[config.mk]
export PLATFORM = sky130hd
export DESIGN_NAME = pin_electronics_mode_decode
export DESIGN_NICKNAME = d
export VERILOG_FILES = /design/src/pe_mode_pkg.sv /design/src/pin_electronics_mode_decode.sv
export SDC_FILE = /design/constraint.sdc
export NUM_CORES = 1
export LEC_CHECK = 0
export BUFFER_PORTS_ARGS = -buffer_cell sky130_fd_sc_hd__buf_2
export CAP_MARGIN = 40
export CORE_ASPECT_RATIO = 0.5
export CORE_MARGIN = 1
export CORE_UTILIZATION = 35
export DETAILED_ROUTE_END_ITERATION = 6
export HOLD_SLACK_MARGIN = 0.02
export SYNTH_ARGS = -nofsm -noshare
export SYNTH_HDL_FRONTEND = slang
export SYNTH_SLANG_ARGS = --single-unit
[constraint.sdc]
create_clock -name CLK -period 1.8 [get_ports CLK]
set_clock_uncertainty 0.05 [all_clocks]
set_input_delay 0.09 -clock CLK [delete_from_list [all_inputs] [get_ports CLK]]
set_output_delay 0.09 -clock CLK [all_outputs]
set_load 0.005 [all_outputs]
[src/pe_mode_pkg.sv]
// Constants, types and register layout for the pin electronics mode decode.
// Assumes an APB master with 32-bit data and word-aligned register access.
package pe_mode_pkg;

    // Register indices; byte address is four times the index
    localparam logic [7:0] DRIVE_CTRL_IDX = 8'h19;
    localparam logic [7:0] CMP_CTRL_IDX = 8'h1A;
    localparam logic [7:0] LOAD_CTRL_IDX = 8'h1B;
    localparam logic [7:0] PARAM_CTRL_IDX = 8'h1C;
    localparam logic [7:0] STATUS_IDX = 8'h1D;

    // Channel 1 fields sit this many bits above channel 0
    localparam int CH_STRIDE = 16;

    // Field positions within one channel's half-word
    localparam int DRV_EN_BIT = 0;
    localparam int DRV_FORCE_BIT = 1;
    localparam int DRV_FSTATE_LSB = 2;
    localparam int TERM_SEL_BIT = 4;
    localparam int DIFF_ON_BIT = 0;
    localparam int LOAD_EN_BIT = 0;
    localparam int LOAD_FORCE_BIT = 1;
    localparam int PU_ON_BIT = 0;
    localparam int PU_IDLE_BIT = 1;
    localparam int VI_SEL_BIT = 6;
    localparam int MEAS_ON_BIT = 13;
    localparam int MEAS_SEL_BIT = 14;

    // Writable bits of each register
    localparam logic [31:0] DRIVE_MASK = 32'h001F001F;
    localparam logic [31:0] CMP_MASK = 32'h00000001;
    localparam logic [31:0] LOAD_MASK = 32'h00030003;
    localparam logic [31:0] PARAM_MASK = 32'h60436043;

    // Reset values
    localparam logic [31:0] DRIVE_RST = 32'h00000000;
    localparam logic [31:0] CMP_RST = 32'h00000000;
    localparam logic [31:0] LOAD_RST = 32'h00000000;
    localparam logic [31:0] PARAM_RST = 32'h00000000;

    typedef enum logic [2:0] {DRV_LEAK, DRV_VIL, DRV_VIH, DRV_HIZ, DRV_VIT} drv_state_t;
    typedef enum logic [1:0] {LD_LEAK, LD_ON, LD_OFF} load_state_t;
    typedef enum logic [2:0] {MS_HIZ, MS_VOLT, MS_AMP, MS_TEMP_NODE, MS_TEMP_GND} meas_src_t;

    // Decoded state of one channel, 8 bits
    typedef struct packed {
        meas_src_t meas;
        load_state_t load;
        drv_state_t drv;
    } ch_state_t;

    // Pin and analog comparator inputs, sampled together
    typedef struct packed {
        logic [1:0] receive_window_in;
        logic [1:0] drive_data_in;
        logic [1:0] dut_above_hi;
        logic [1:0] dut_above_lo;
        logic diff_above_hi;
        logic diff_above_lo;
        logic [1:0] mv_above_hi;
        logic [1:0] mv_above_lo;
        logic [1:0] mi_above_hi;
        logic [1:0] mi_above_lo;
    } pins_t;

endpackage : pe_mode_pkg

[src/pin_electronics_mode_decode.sv]
// Mode decode for a dual-channel pin electronics block with APB registers.
// Assumes pin and analog comparator inputs are asynchronous to CLK.
//
// Overview of operation
// RQ1: Normal mode: window outputs follow each channel's own threshold comparisons.
// RQ2: Differential mode: channel 0 window uses pin difference; channel 1 unchanged.
// RQ3: Load leaks when disabled, on when forced, else receive and termination decide.
// RQ4: Parametric unit disabled holds both go/no-go outputs low.
// RQ5: Enabled unit: go/no-go follows internal measured value against thresholds.
// RQ6: Amplifier measures voltage when select is 0, current when 1.
// RQ7: Measure pin is high impedance whenever measure enable is 0.
// RQ8: Source select 1 routes temperature node on channel 0, its ground on 1.
// RQ9: Source select 0: voltage if unit disabled, else voltage or current.
// RQ10: Receive high, not forced: termination select picks high-Z or termination level.
// RQ11: Decode follows control bits and receive level with no handshake.
`timescale 1ns/10ps
`default_nettype none

module pin_electronics_mode_decode (
    // Clock and reset
    input wire logic CLK,
    input wire logic RST_N,
    // APB slave
    input wire logic PSEL,
    input wire logic PENABLE,
    input wire logic PWRITE,
    input wire logic [9:0] PADDR,
    input wire logic [31:0] PWDATA,
    output logic [31:0] PRDATA,
    output logic PREADY,
    output logic PSLVERR,
    // Tester pattern inputs
    input wire logic [1:0] RECEIVE_WINDOW_IN,
    input wire logic [1:0] DRIVE_DATA_IN,
    // Analog comparator results
    input wire logic [1:0] DUT_ABOVE_HI,
    input wire logic [1:0] DUT_ABOVE_LO,
    input wire logic DIFF_ABOVE_HI,
    input wire logic DIFF_ABOVE_LO,
    input wire logic [1:0] MV_ABOVE_HI,
    input wire logic [1:0] MV_ABOVE_LO,
    input wire logic [1:0] MI_ABOVE_HI,
    input wire logic [1:0] MI_ABOVE_LO,
    // Decoded outputs
    output logic [1:0] WINDOW_HI_OUT,
    output logic [1:0] WINDOW_LO_OUT,
    output logic [1:0] PARAM_HI_GONOGO_OUT,
    output logic [1:0] PARAM_LO_GONOGO_OUT,
    output logic [1:0] ANALOG_MEASURE_PIN_OE_N,
    output pe_mode_pkg::ch_state_t [1:0] CH_STATE
);

    ////////////////////////////////////////////////////////////////////////////
    // Helpers

    // One control bit of one channel
    function automatic logic fld(input logic [31:0] word, input int ch, input int pos);
        return word[ch * pe_mode_pkg::CH_STRIDE + pos];
    endfunction : fld

    ////////////////////////////////////////////////////////////////////////////
    // Input synchronisers

    pe_mode_pkg::pins_t pins_in, s1_q, s2_q;

    assign pins_in = '{RECEIVE_WINDOW_IN, DRIVE_DATA_IN, DUT_ABOVE_HI, DUT_ABOVE_LO, DIFF_ABOVE_HI,
                       DIFF_ABOVE_LO, MV_ABOVE_HI, MV_ABOVE_LO, MI_ABOVE_HI, MI_ABOVE_LO};

    // Two-stage sync of every pin input
    always_ff @(posedge CLK) begin
        if (!RST_N) begin
            s1_q <= '0;
            s2_q <= '0;
        end else begin
            s1_q <= pins_in;
            s2_q <= s1_q;
        end
    end

    ////////////////////////////////////////////////////////////////////////////
    // APB slave

    logic [31:0] drive_q, cmp_q, load_q, param_q;
    logic pready_q, pslverr_q;
    logic [31:0] prdata_q;
    logic [31:0] status_w;
    logic [7:0] idx;
    logic access, done, mapped;

    assign idx = PADDR[9:2];
    assign access = PSEL & PENABLE;
    assign done = access & pready_q;
    assign mapped = (PADDR[1:0] == 2'h0) &&
                    (idx == pe_mode_pkg::DRIVE_CTRL_IDX || idx == pe_mode_pkg::CMP_CTRL_IDX ||
                     idx == pe_mode_pkg::LOAD_CTRL_IDX || idx == pe_mode_pkg::PARAM_CTRL_IDX ||
                     idx == pe_mode_pkg::STATUS_IDX);

    // One wait state, then answer with data and error flag
    always_ff @(posedge CLK) begin
        if (!RST_N) begin
            pready_q <= 1'b0;
            pslverr_q <= 1'b0;
            prdata_q <= 32'h00000000;
        end else begin
            pready_q <= access & ~pready_q;
            pslverr_q <= access & ~pready_q & ~mapped;
            if (access && !pready_q && !PWRITE) begin
                case (idx)
                    pe_mode_pkg::DRIVE_CTRL_IDX: prdata_q <= drive_q;
                    pe_mode_pkg::CMP_CTRL_IDX: prdata_q <= cmp_q;
                    pe_mode_pkg::LOAD_CTRL_IDX: prdata_q <= load_q;
                    pe_mode_pkg::PARAM_CTRL_IDX: prdata_q <= param_q;
                    pe_mode_pkg::STATUS_IDX: prdata_q <= status_w;
                    default: prdata_q <= 32'h00000000;
                endcase
                if (PADDR[1:0] != 2'h0) begin
                    prdata_q <= 32'h00000000;
                end
            end
        end
    end

    // Control registers, written at the completing edge
    always_ff @(posedge CLK) begin
        if (!RST_N) begin
            drive_q <= pe_mode_pkg::DRIVE_RST;
            cmp_q <= pe_mode_pkg::CMP_RST;
            load_q <= pe_mode_pkg::LOAD_RST;
            param_q <= pe_mode_pkg::PARAM_RST;
        end else if (done && PWRITE && PADDR[1:0] == 2'h0) begin
            case (idx)
                pe_mode_pkg::DRIVE_CTRL_IDX: drive_q <= PWDATA & pe_mode_pkg::DRIVE_MASK;
                pe_mode_pkg::CMP_CTRL_IDX: cmp_q <= PWDATA & pe_mode_pkg::CMP_MASK;
                pe_mode_pkg::LOAD_CTRL_IDX: load_q <= PWDATA & pe_mode_pkg::LOAD_MASK;
                pe_mode_pkg::PARAM_CTRL_IDX: param_q <= PWDATA & pe_mode_pkg::PARAM_MASK;
                default: ;
            endcase
        end
    end

    assign PREADY = pready_q;
    assign PSLVERR = pslverr_q;
    assign PRDATA = prdata_q;

    ////////////////////////////////////////////////////////////////////////////
    // Mode decode

    pe_mode_pkg::ch_state_t [1:0] st_d;
    logic [1:0] win_hi_d, win_lo_d, pu_hi_d, pu_lo_d;

    // Purely combinational from control bits and synced pins
    always_comb begin // see RQ11
        for (int ch = 0; ch < 2; ch++) begin
            // Window comparators; channel 0 may switch to difference
            if (ch == 0 && cmp_q[pe_mode_pkg::DIFF_ON_BIT]) begin // see RQ2
                win_hi_d[ch] = s2_q.diff_above_hi;
                win_lo_d[ch] = s2_q.diff_above_lo;
            end else begin // see RQ1
                win_hi_d[ch] = s2_q.dut_above_hi[ch];
                win_lo_d[ch] = s2_q.dut_above_lo[ch];
            end
            // Driver state
            if (!fld(drive_q, ch, pe_mode_pkg::DRV_EN_BIT)) begin
                st_d[ch].drv = pe_mode_pkg::DRV_LEAK;
            end else if (fld(drive_q, ch, pe_mode_pkg::DRV_FORCE_BIT)) begin
                case ({fld(drive_q, ch, pe_mode_pkg::DRV_FSTATE_LSB + 1), fld(drive_q, ch, pe_mode_pkg::DRV_FSTATE_LSB)})
                    2'h0: st_d[ch].drv = pe_mode_pkg::DRV_VIL;
                    2'h1: st_d[ch].drv = pe_mode_pkg::DRV_VIH;
                    2'h2: st_d[ch].drv = pe_mode_pkg::DRV_HIZ;
                    default: st_d[ch].drv = pe_mode_pkg::DRV_VIT;
                endcase
            end else if (s2_q.receive_window_in[ch]) begin // see RQ10
                st_d[ch].drv = fld(drive_q, ch, pe_mode_pkg::TERM_SEL_BIT) ? pe_mode_pkg::DRV_VIT
                                                                           : pe_mode_pkg::DRV_HIZ;
            end else begin
                st_d[ch].drv = s2_q.drive_data_in[ch] ? pe_mode_pkg::DRV_VIH : pe_mode_pkg::DRV_VIL;
            end
            // Active load state
            if (!fld(load_q, ch, pe_mode_pkg::LOAD_EN_BIT)) begin // see RQ3
                st_d[ch].load = pe_mode_pkg::LD_LEAK;
            end else if (fld(load_q, ch, pe_mode_pkg::LOAD_FORCE_BIT)) begin
                st_d[ch].load = pe_mode_pkg::LD_ON;
            end else if (!s2_q.receive_window_in[ch]) begin
                st_d[ch].load = pe_mode_pkg::LD_OFF;
            end else begin
                st_d[ch].load = fld(drive_q, ch, pe_mode_pkg::TERM_SEL_BIT) ? pe_mode_pkg::LD_OFF
                                                                            : pe_mode_pkg::LD_ON;
            end
            // Go/no-go on internal amplifier, voltage or current
            if (!fld(param_q, ch, pe_mode_pkg::PU_ON_BIT)) begin // see RQ4
                pu_hi_d[ch] = 1'b0;
                pu_lo_d[ch] = 1'b0;
            end else if (fld(param_q, ch, pe_mode_pkg::VI_SEL_BIT)) begin // see RQ5, see RQ6
                pu_hi_d[ch] = s2_q.mi_above_hi[ch];
                pu_lo_d[ch] = s2_q.mi_above_lo[ch];
            end else begin // see RQ5, see RQ6
                pu_hi_d[ch] = s2_q.mv_above_hi[ch];
                pu_lo_d[ch] = s2_q.mv_above_lo[ch];
            end
            // Measure pin source
            if (!fld(param_q, ch, pe_mode_pkg::MEAS_ON_BIT)) begin // see RQ7
                st_d[ch].meas = pe_mode_pkg::MS_HIZ;
            end else if (fld(param_q, ch, pe_mode_pkg::MEAS_SEL_BIT)) begin // see RQ8
                st_d[ch].meas = (ch == 0) ? pe_mode_pkg::MS_TEMP_NODE : pe_mode_pkg::MS_TEMP_GND;
            end else if (!fld(param_q, ch, pe_mode_pkg::PU_ON_BIT)) begin // see RQ9
                st_d[ch].meas = pe_mode_pkg::MS_VOLT;
            end else begin // see RQ9
                st_d[ch].meas = fld(param_q, ch, pe_mode_pkg::VI_SEL_BIT) ? pe_mode_pkg::MS_AMP
                                                                          : pe_mode_pkg::MS_VOLT;
            end
        end
    end

    ////////////////////////////////////////////////////////////////////////////
    // Output registers

    logic [1:0] win_hi_q, win_lo_q, pu_hi_q, pu_lo_q, oe_n_q;
    pe_mode_pkg::ch_state_t [1:0] st_q;

    // Register every decoded output
    always_ff @(posedge CLK) begin
        if (!RST_N) begin
            win_hi_q <= 2'h0;
            win_lo_q <= 2'h0;
            pu_hi_q <= 2'h0;
            pu_lo_q <= 2'h0;
            oe_n_q <= 2'h3;
            st_q <= '0;
        end else begin
            win_hi_q <= win_hi_d;
            win_lo_q <= win_lo_d;
            pu_hi_q <= pu_hi_d;
            pu_lo_q <= pu_lo_d;
            oe_n_q[0] <= (st_d[0].meas == pe_mode_pkg::MS_HIZ); // see RQ7
            oe_n_q[1] <= (st_d[1].meas == pe_mode_pkg::MS_HIZ); // see RQ7
            st_q <= st_d;
        end
    end

    assign WINDOW_HI_OUT = win_hi_q;
    assign WINDOW_LO_OUT = win_lo_q;
    assign PARAM_HI_GONOGO_OUT = pu_hi_q;
    assign PARAM_LO_GONOGO_OUT = pu_lo_q;
    assign ANALOG_MEASURE_PIN_OE_N = oe_n_q;
    assign CH_STATE = st_q;
    // Status word: states, then window and go/no-go bits
    assign status_w = {8'h00, pu_lo_q, pu_hi_q, win_lo_q, win_hi_q, st_q};
endmodule : pin_electronics_mode_decode

`default_nettype wire

==> impl_metrics.csv <==
group,metric,value,unit
synthesis,netlist-cell-type-count,35,
clock_tree,clk_root_buffer_cell,"clkbuf_16",
floorplanning,floorplan.rows,27,
power_and_ir_drop,design_power_total,6.41,mW
timing,slew_viol_final,0,
clock_tree,cts_bufs_inserted,17,
clock_tree,clkSlewWorstSetupHoldPaths,0.06,ns
detailed_routing,drc_errors,0,
synthesis,yosysSeqAreaShare,55.4,%
place,numPortBuffers,100,
setup_path,timing_worst_setup_path_type,"input port to register",
detailed_routing,first_iter_violations,129,
clock_tree,clock_insertion_delay_worst_skew,0.41,ns
grt,grt_pass1_wl,14.9,mm
power_and_ir_drop,leakage,2.58,nW
setup_path,worstPathArrival,1.80,ns
power_and_ir_drop,ir_worst_vdd,534,uV
synthesis,syn_avg_cell_area,10.5,um2
floorplanning,die_height,78.4,um
floorplanning,die_w,155,um
synthesis,post_synth_instance_area,0.00409,mm2
synthesis,number_of_synthesized_flops_with_an_enable_pin,0,
floorplanning,die_area,0.0121,mm2
detailed_routing,routed_via_count_divided_by_cell_count,4.30,
grt,overflow,0,
grt,grt_max_degree,73,
detailed_routing,count_of_antenna_violating_nets_left_after_detailed_routing,0,
synthesis,main_synth_ff_type,"dfxtp_1",
clock_tree,post_cts_resize_count,0,
clock_tree,ctsLongestPathBuffers,2,
detailed_routing,avgRoutedWirePerCell,13.4,um
run,max-cap-violations,0,
timing,min_period,1.52,ns
timing,achievable-frequency,0.656,GHz
power_and_ir_drop,power_per_cell_area,1120,mW/mm2
synthesis,synth_async_sr_flop_share,0,%
worst_hold_path,worstHoldPathType,"input port to register",
floorplanning,start_util,36.5,%
clock_tree,clock_tree.htree_level_count,4,
place,gp_congestion,0.782,
setup_path,timing.critical_path.fanout_max,8,
layout,post-route-cell-area,0.00572,mm2
clock_tree,cts_tree,"built",
outcome,run_status,"complete, no violations",
grt,antenna_found_initial,0,
layout,fill_cells,1041,
layout,area_delta_synth_final,39.9,%
timing,timing.final.hold_violations,0,
timing,fin_crit_sh,84.7,%
timing,final.setup.tns,0,ns
clock_tree,cts.sink_count,113,
grt,gr-usage-all-layers,16.7,%
detailed_routing,drt_first_pass_iters,5,
timing,rsz0062_at_grt,"false",
setup_path,critical_path_data_required_time,2.08,ns
detailed_routing,drt-total-wl,9.41,mm
layout,fin_nets,595,
layout,final_layout_size_suffix_gt1_share,28.1,%
grt,vias_in_the_first_global_route,2794,
synthesis,ys_warn_count,0,
setup_path,worst_setup_sp_type,"input port",
setup_path,end_kind,"register",
detailed_routing,vias,3013,
place,dp.final_hpwl,6.69,mm
place,placedInstanceArea,0.00471,mm2
synthesis,ys_ff_latch,113,
floorplanning,core_area,0.0112,mm2
floorplanning,num_io_pins,125,
synthesis,post_synthesis_instance_total,388,
timing,timing.final.setup_violations,0,
layout,num_antenna_cells,0,
cells in the mapped netlist, drive strengths merged, types with 2 or more instances:
cell | number | area share, %
a21oi | 10 | 1.2
a22o | 9 | 1.9
a32o | 3 | 0.73
and2 | 39 | 6.0
and4 | 3 | 0.64
and4bb | 2 | 0.61
buf | 18 | 3.2
clkbuf | 13 | 1.2
dfxtp | 113 | 55
ha | 2 | 0.61
inv | 4 | 0.37
mux2 | 5 | 1.4
mux2i | 39 | 9.6
nand2 | 30 | 2.8
nand3 | 5 | 0.61
nand4 | 3 | 0.83
nand4b | 2 | 0.43
nor2 | 16 | 1.5
nor2b | 34 | 5.2
nor3 | 9 | 1.4
nor3b | 6 | 1.4
o21ai | 17 | 2.1
flip-flops by register name (all words and copies together) (netlist names):
signal                   count
cmp_q                        1
s2_q                        18
PREADY                       1
param_q                     10
PRDATA                      25
PARAM_LO_GONOGO_OUT          2
ANALOG_MEASURE_PIN_OE_N      2
WINDOW_HI_OUT                2
PSLVERR                      1
CH_STATE                    15
load_q                       4
WINDOW_LO_OUT                2
drive_q                     10
PARAM_HI_GONOGO_OUT          2
s1_q                        18
final cells by class:
cell class              instances  area (um2)  share of cell area (%)
clock buffers                  18         439                    7.68
clock inverters                14         204                    3.57
inverters                       4        15.0                   0.263
multi-input cells             247        1660                    29.0
flip-flops and latches        113        2260                    39.6
well taps                     159         199                    3.48
repair buffers                145         941                    16.5
timing repair:
item / 4_1_cts / 5_1_grt
hold buffers: 36 / 0
setup buffers: 0 / 0
hold endpoints to repair: 45 / 0
cells in the final DEF, fill, tap and decap left out, types with 3 or more instances in the layout:
cell / netlist / final
dfxtp_1: 113 / 113
buf_2: 5 / 100
mux2i_1: 39 / 39
and2_1: 38 / 38
dlygate4sd3_1: 0 / 36
nor2b_1: 34 / 34
nand2_1: 30 / 30
o21ai_0: 17 / 17
clkbuf_16: 0 / 17
nor2_1: 16 / 16
a21oi_1: 10 / 10
a22o_1: 9 / 9
nor3_1: 8 / 8
conb_1: 1 / 8
buf_4: 11 / 8
nor3b_1: 5 / 5
nand3_1: 5 / 5
mux2_2: 5 / 5
clkinv_4: 0 / 5
inv_1: 4 / 4
bufinv_16: 0 / 4
and4_1: 3 / 3
a32o_1: 3 / 3
clkinvlp_4: 0 / 3
per-layer routing:
| metal | vias to the layer above | GRT usage (%) | part of all wire (%) | routed length [um] |
|---|---|---|---|---|
| li1 | 1578 | - | - | - |
| met1 | 1342 | 24.4 | 56 | 5230 |
| met2 | 83 | 22.5 | 38 | 3600 |
| met3 | 10 | 5.14 | 5.2 | 489 |
| met4 | 0 | 5.94 | 0.92 | 87 |
| met5 | - | 0 | 0 | 0 |
metrics by stage:
| stage | hold WS [ns] | worst slack [ns] | std cells | util (%) |
|---|---|---|---|---|
| after floorplan | 0.167 | 0.436 | 395 | - |
| after global placement | 0.249 | 0.309 | 632 | 42.1 |
| after detailed placement | 0.249 | 0.291 | 632 | 42.1 |
| after CTS | 0.0917 | 0.271 | 700 | 51.1 |
| after global routing | 0.139 | 0.145 | 700 | 51.1 |
| final | 0.111 | 0.276 | 700 | 51.1 |
kinds of logic (layout without fill, tap and decap cells):
group / after synthesis / in the layout / share of synthesized area, %
AOI/OAI and AO/OA: 42 / 42 / 6.52
muxes: 44 / 44 / 10.9
buffers and inverters: 35 / 181 / 4.78
adders and majority gates: 2 / 2 / 0.612
other: 1 / 8 / 0.0918
and+or+nand+nor: 151 / 151 / 21.7
DFF: 113 / 113 / 55.4
worst max-delay path, cell delays in order:
cell and delay [ns]:
dlygate4sd3_1 0.53, buf_2 0.14, and4bb_2 0.26, nor2b_1 0.40
buf_4 0.25, nand2_1 0.07, o21ai_0 0.07
where the power goes:
part           leakage [nW]  switching [mW]  internal, mW  total, mW
clock                 0.303            1.21          2.37       3.58
combinational          1.35           0.117         0.155      0.272
sequential            0.918          0.0116          2.54       2.56
path summary, 6_finish.rpt:
path / start / to / cells past startpoint / slack [ns]
worst max-delay path: PSEL / PRDATA[6]$_SDFFE_PN0P_ / 7 / 0.28
worst min-delay path: PWRITE / PRDATA[17]$_SDFFE_PN0P_ / 4 / 0.11
worst max register to register: PREADY$_SDFF_PN0_ / PRDATA[6]$_SDFFE_PN0P_ / 5 / 0.28
worst min register to register: s1_q[3]$_SDFF_PN0_ / s2_q[3]$_SDFF_PN0_ / 1 / 0.38
Note: power is estimated with default switching activity, not from simulation.
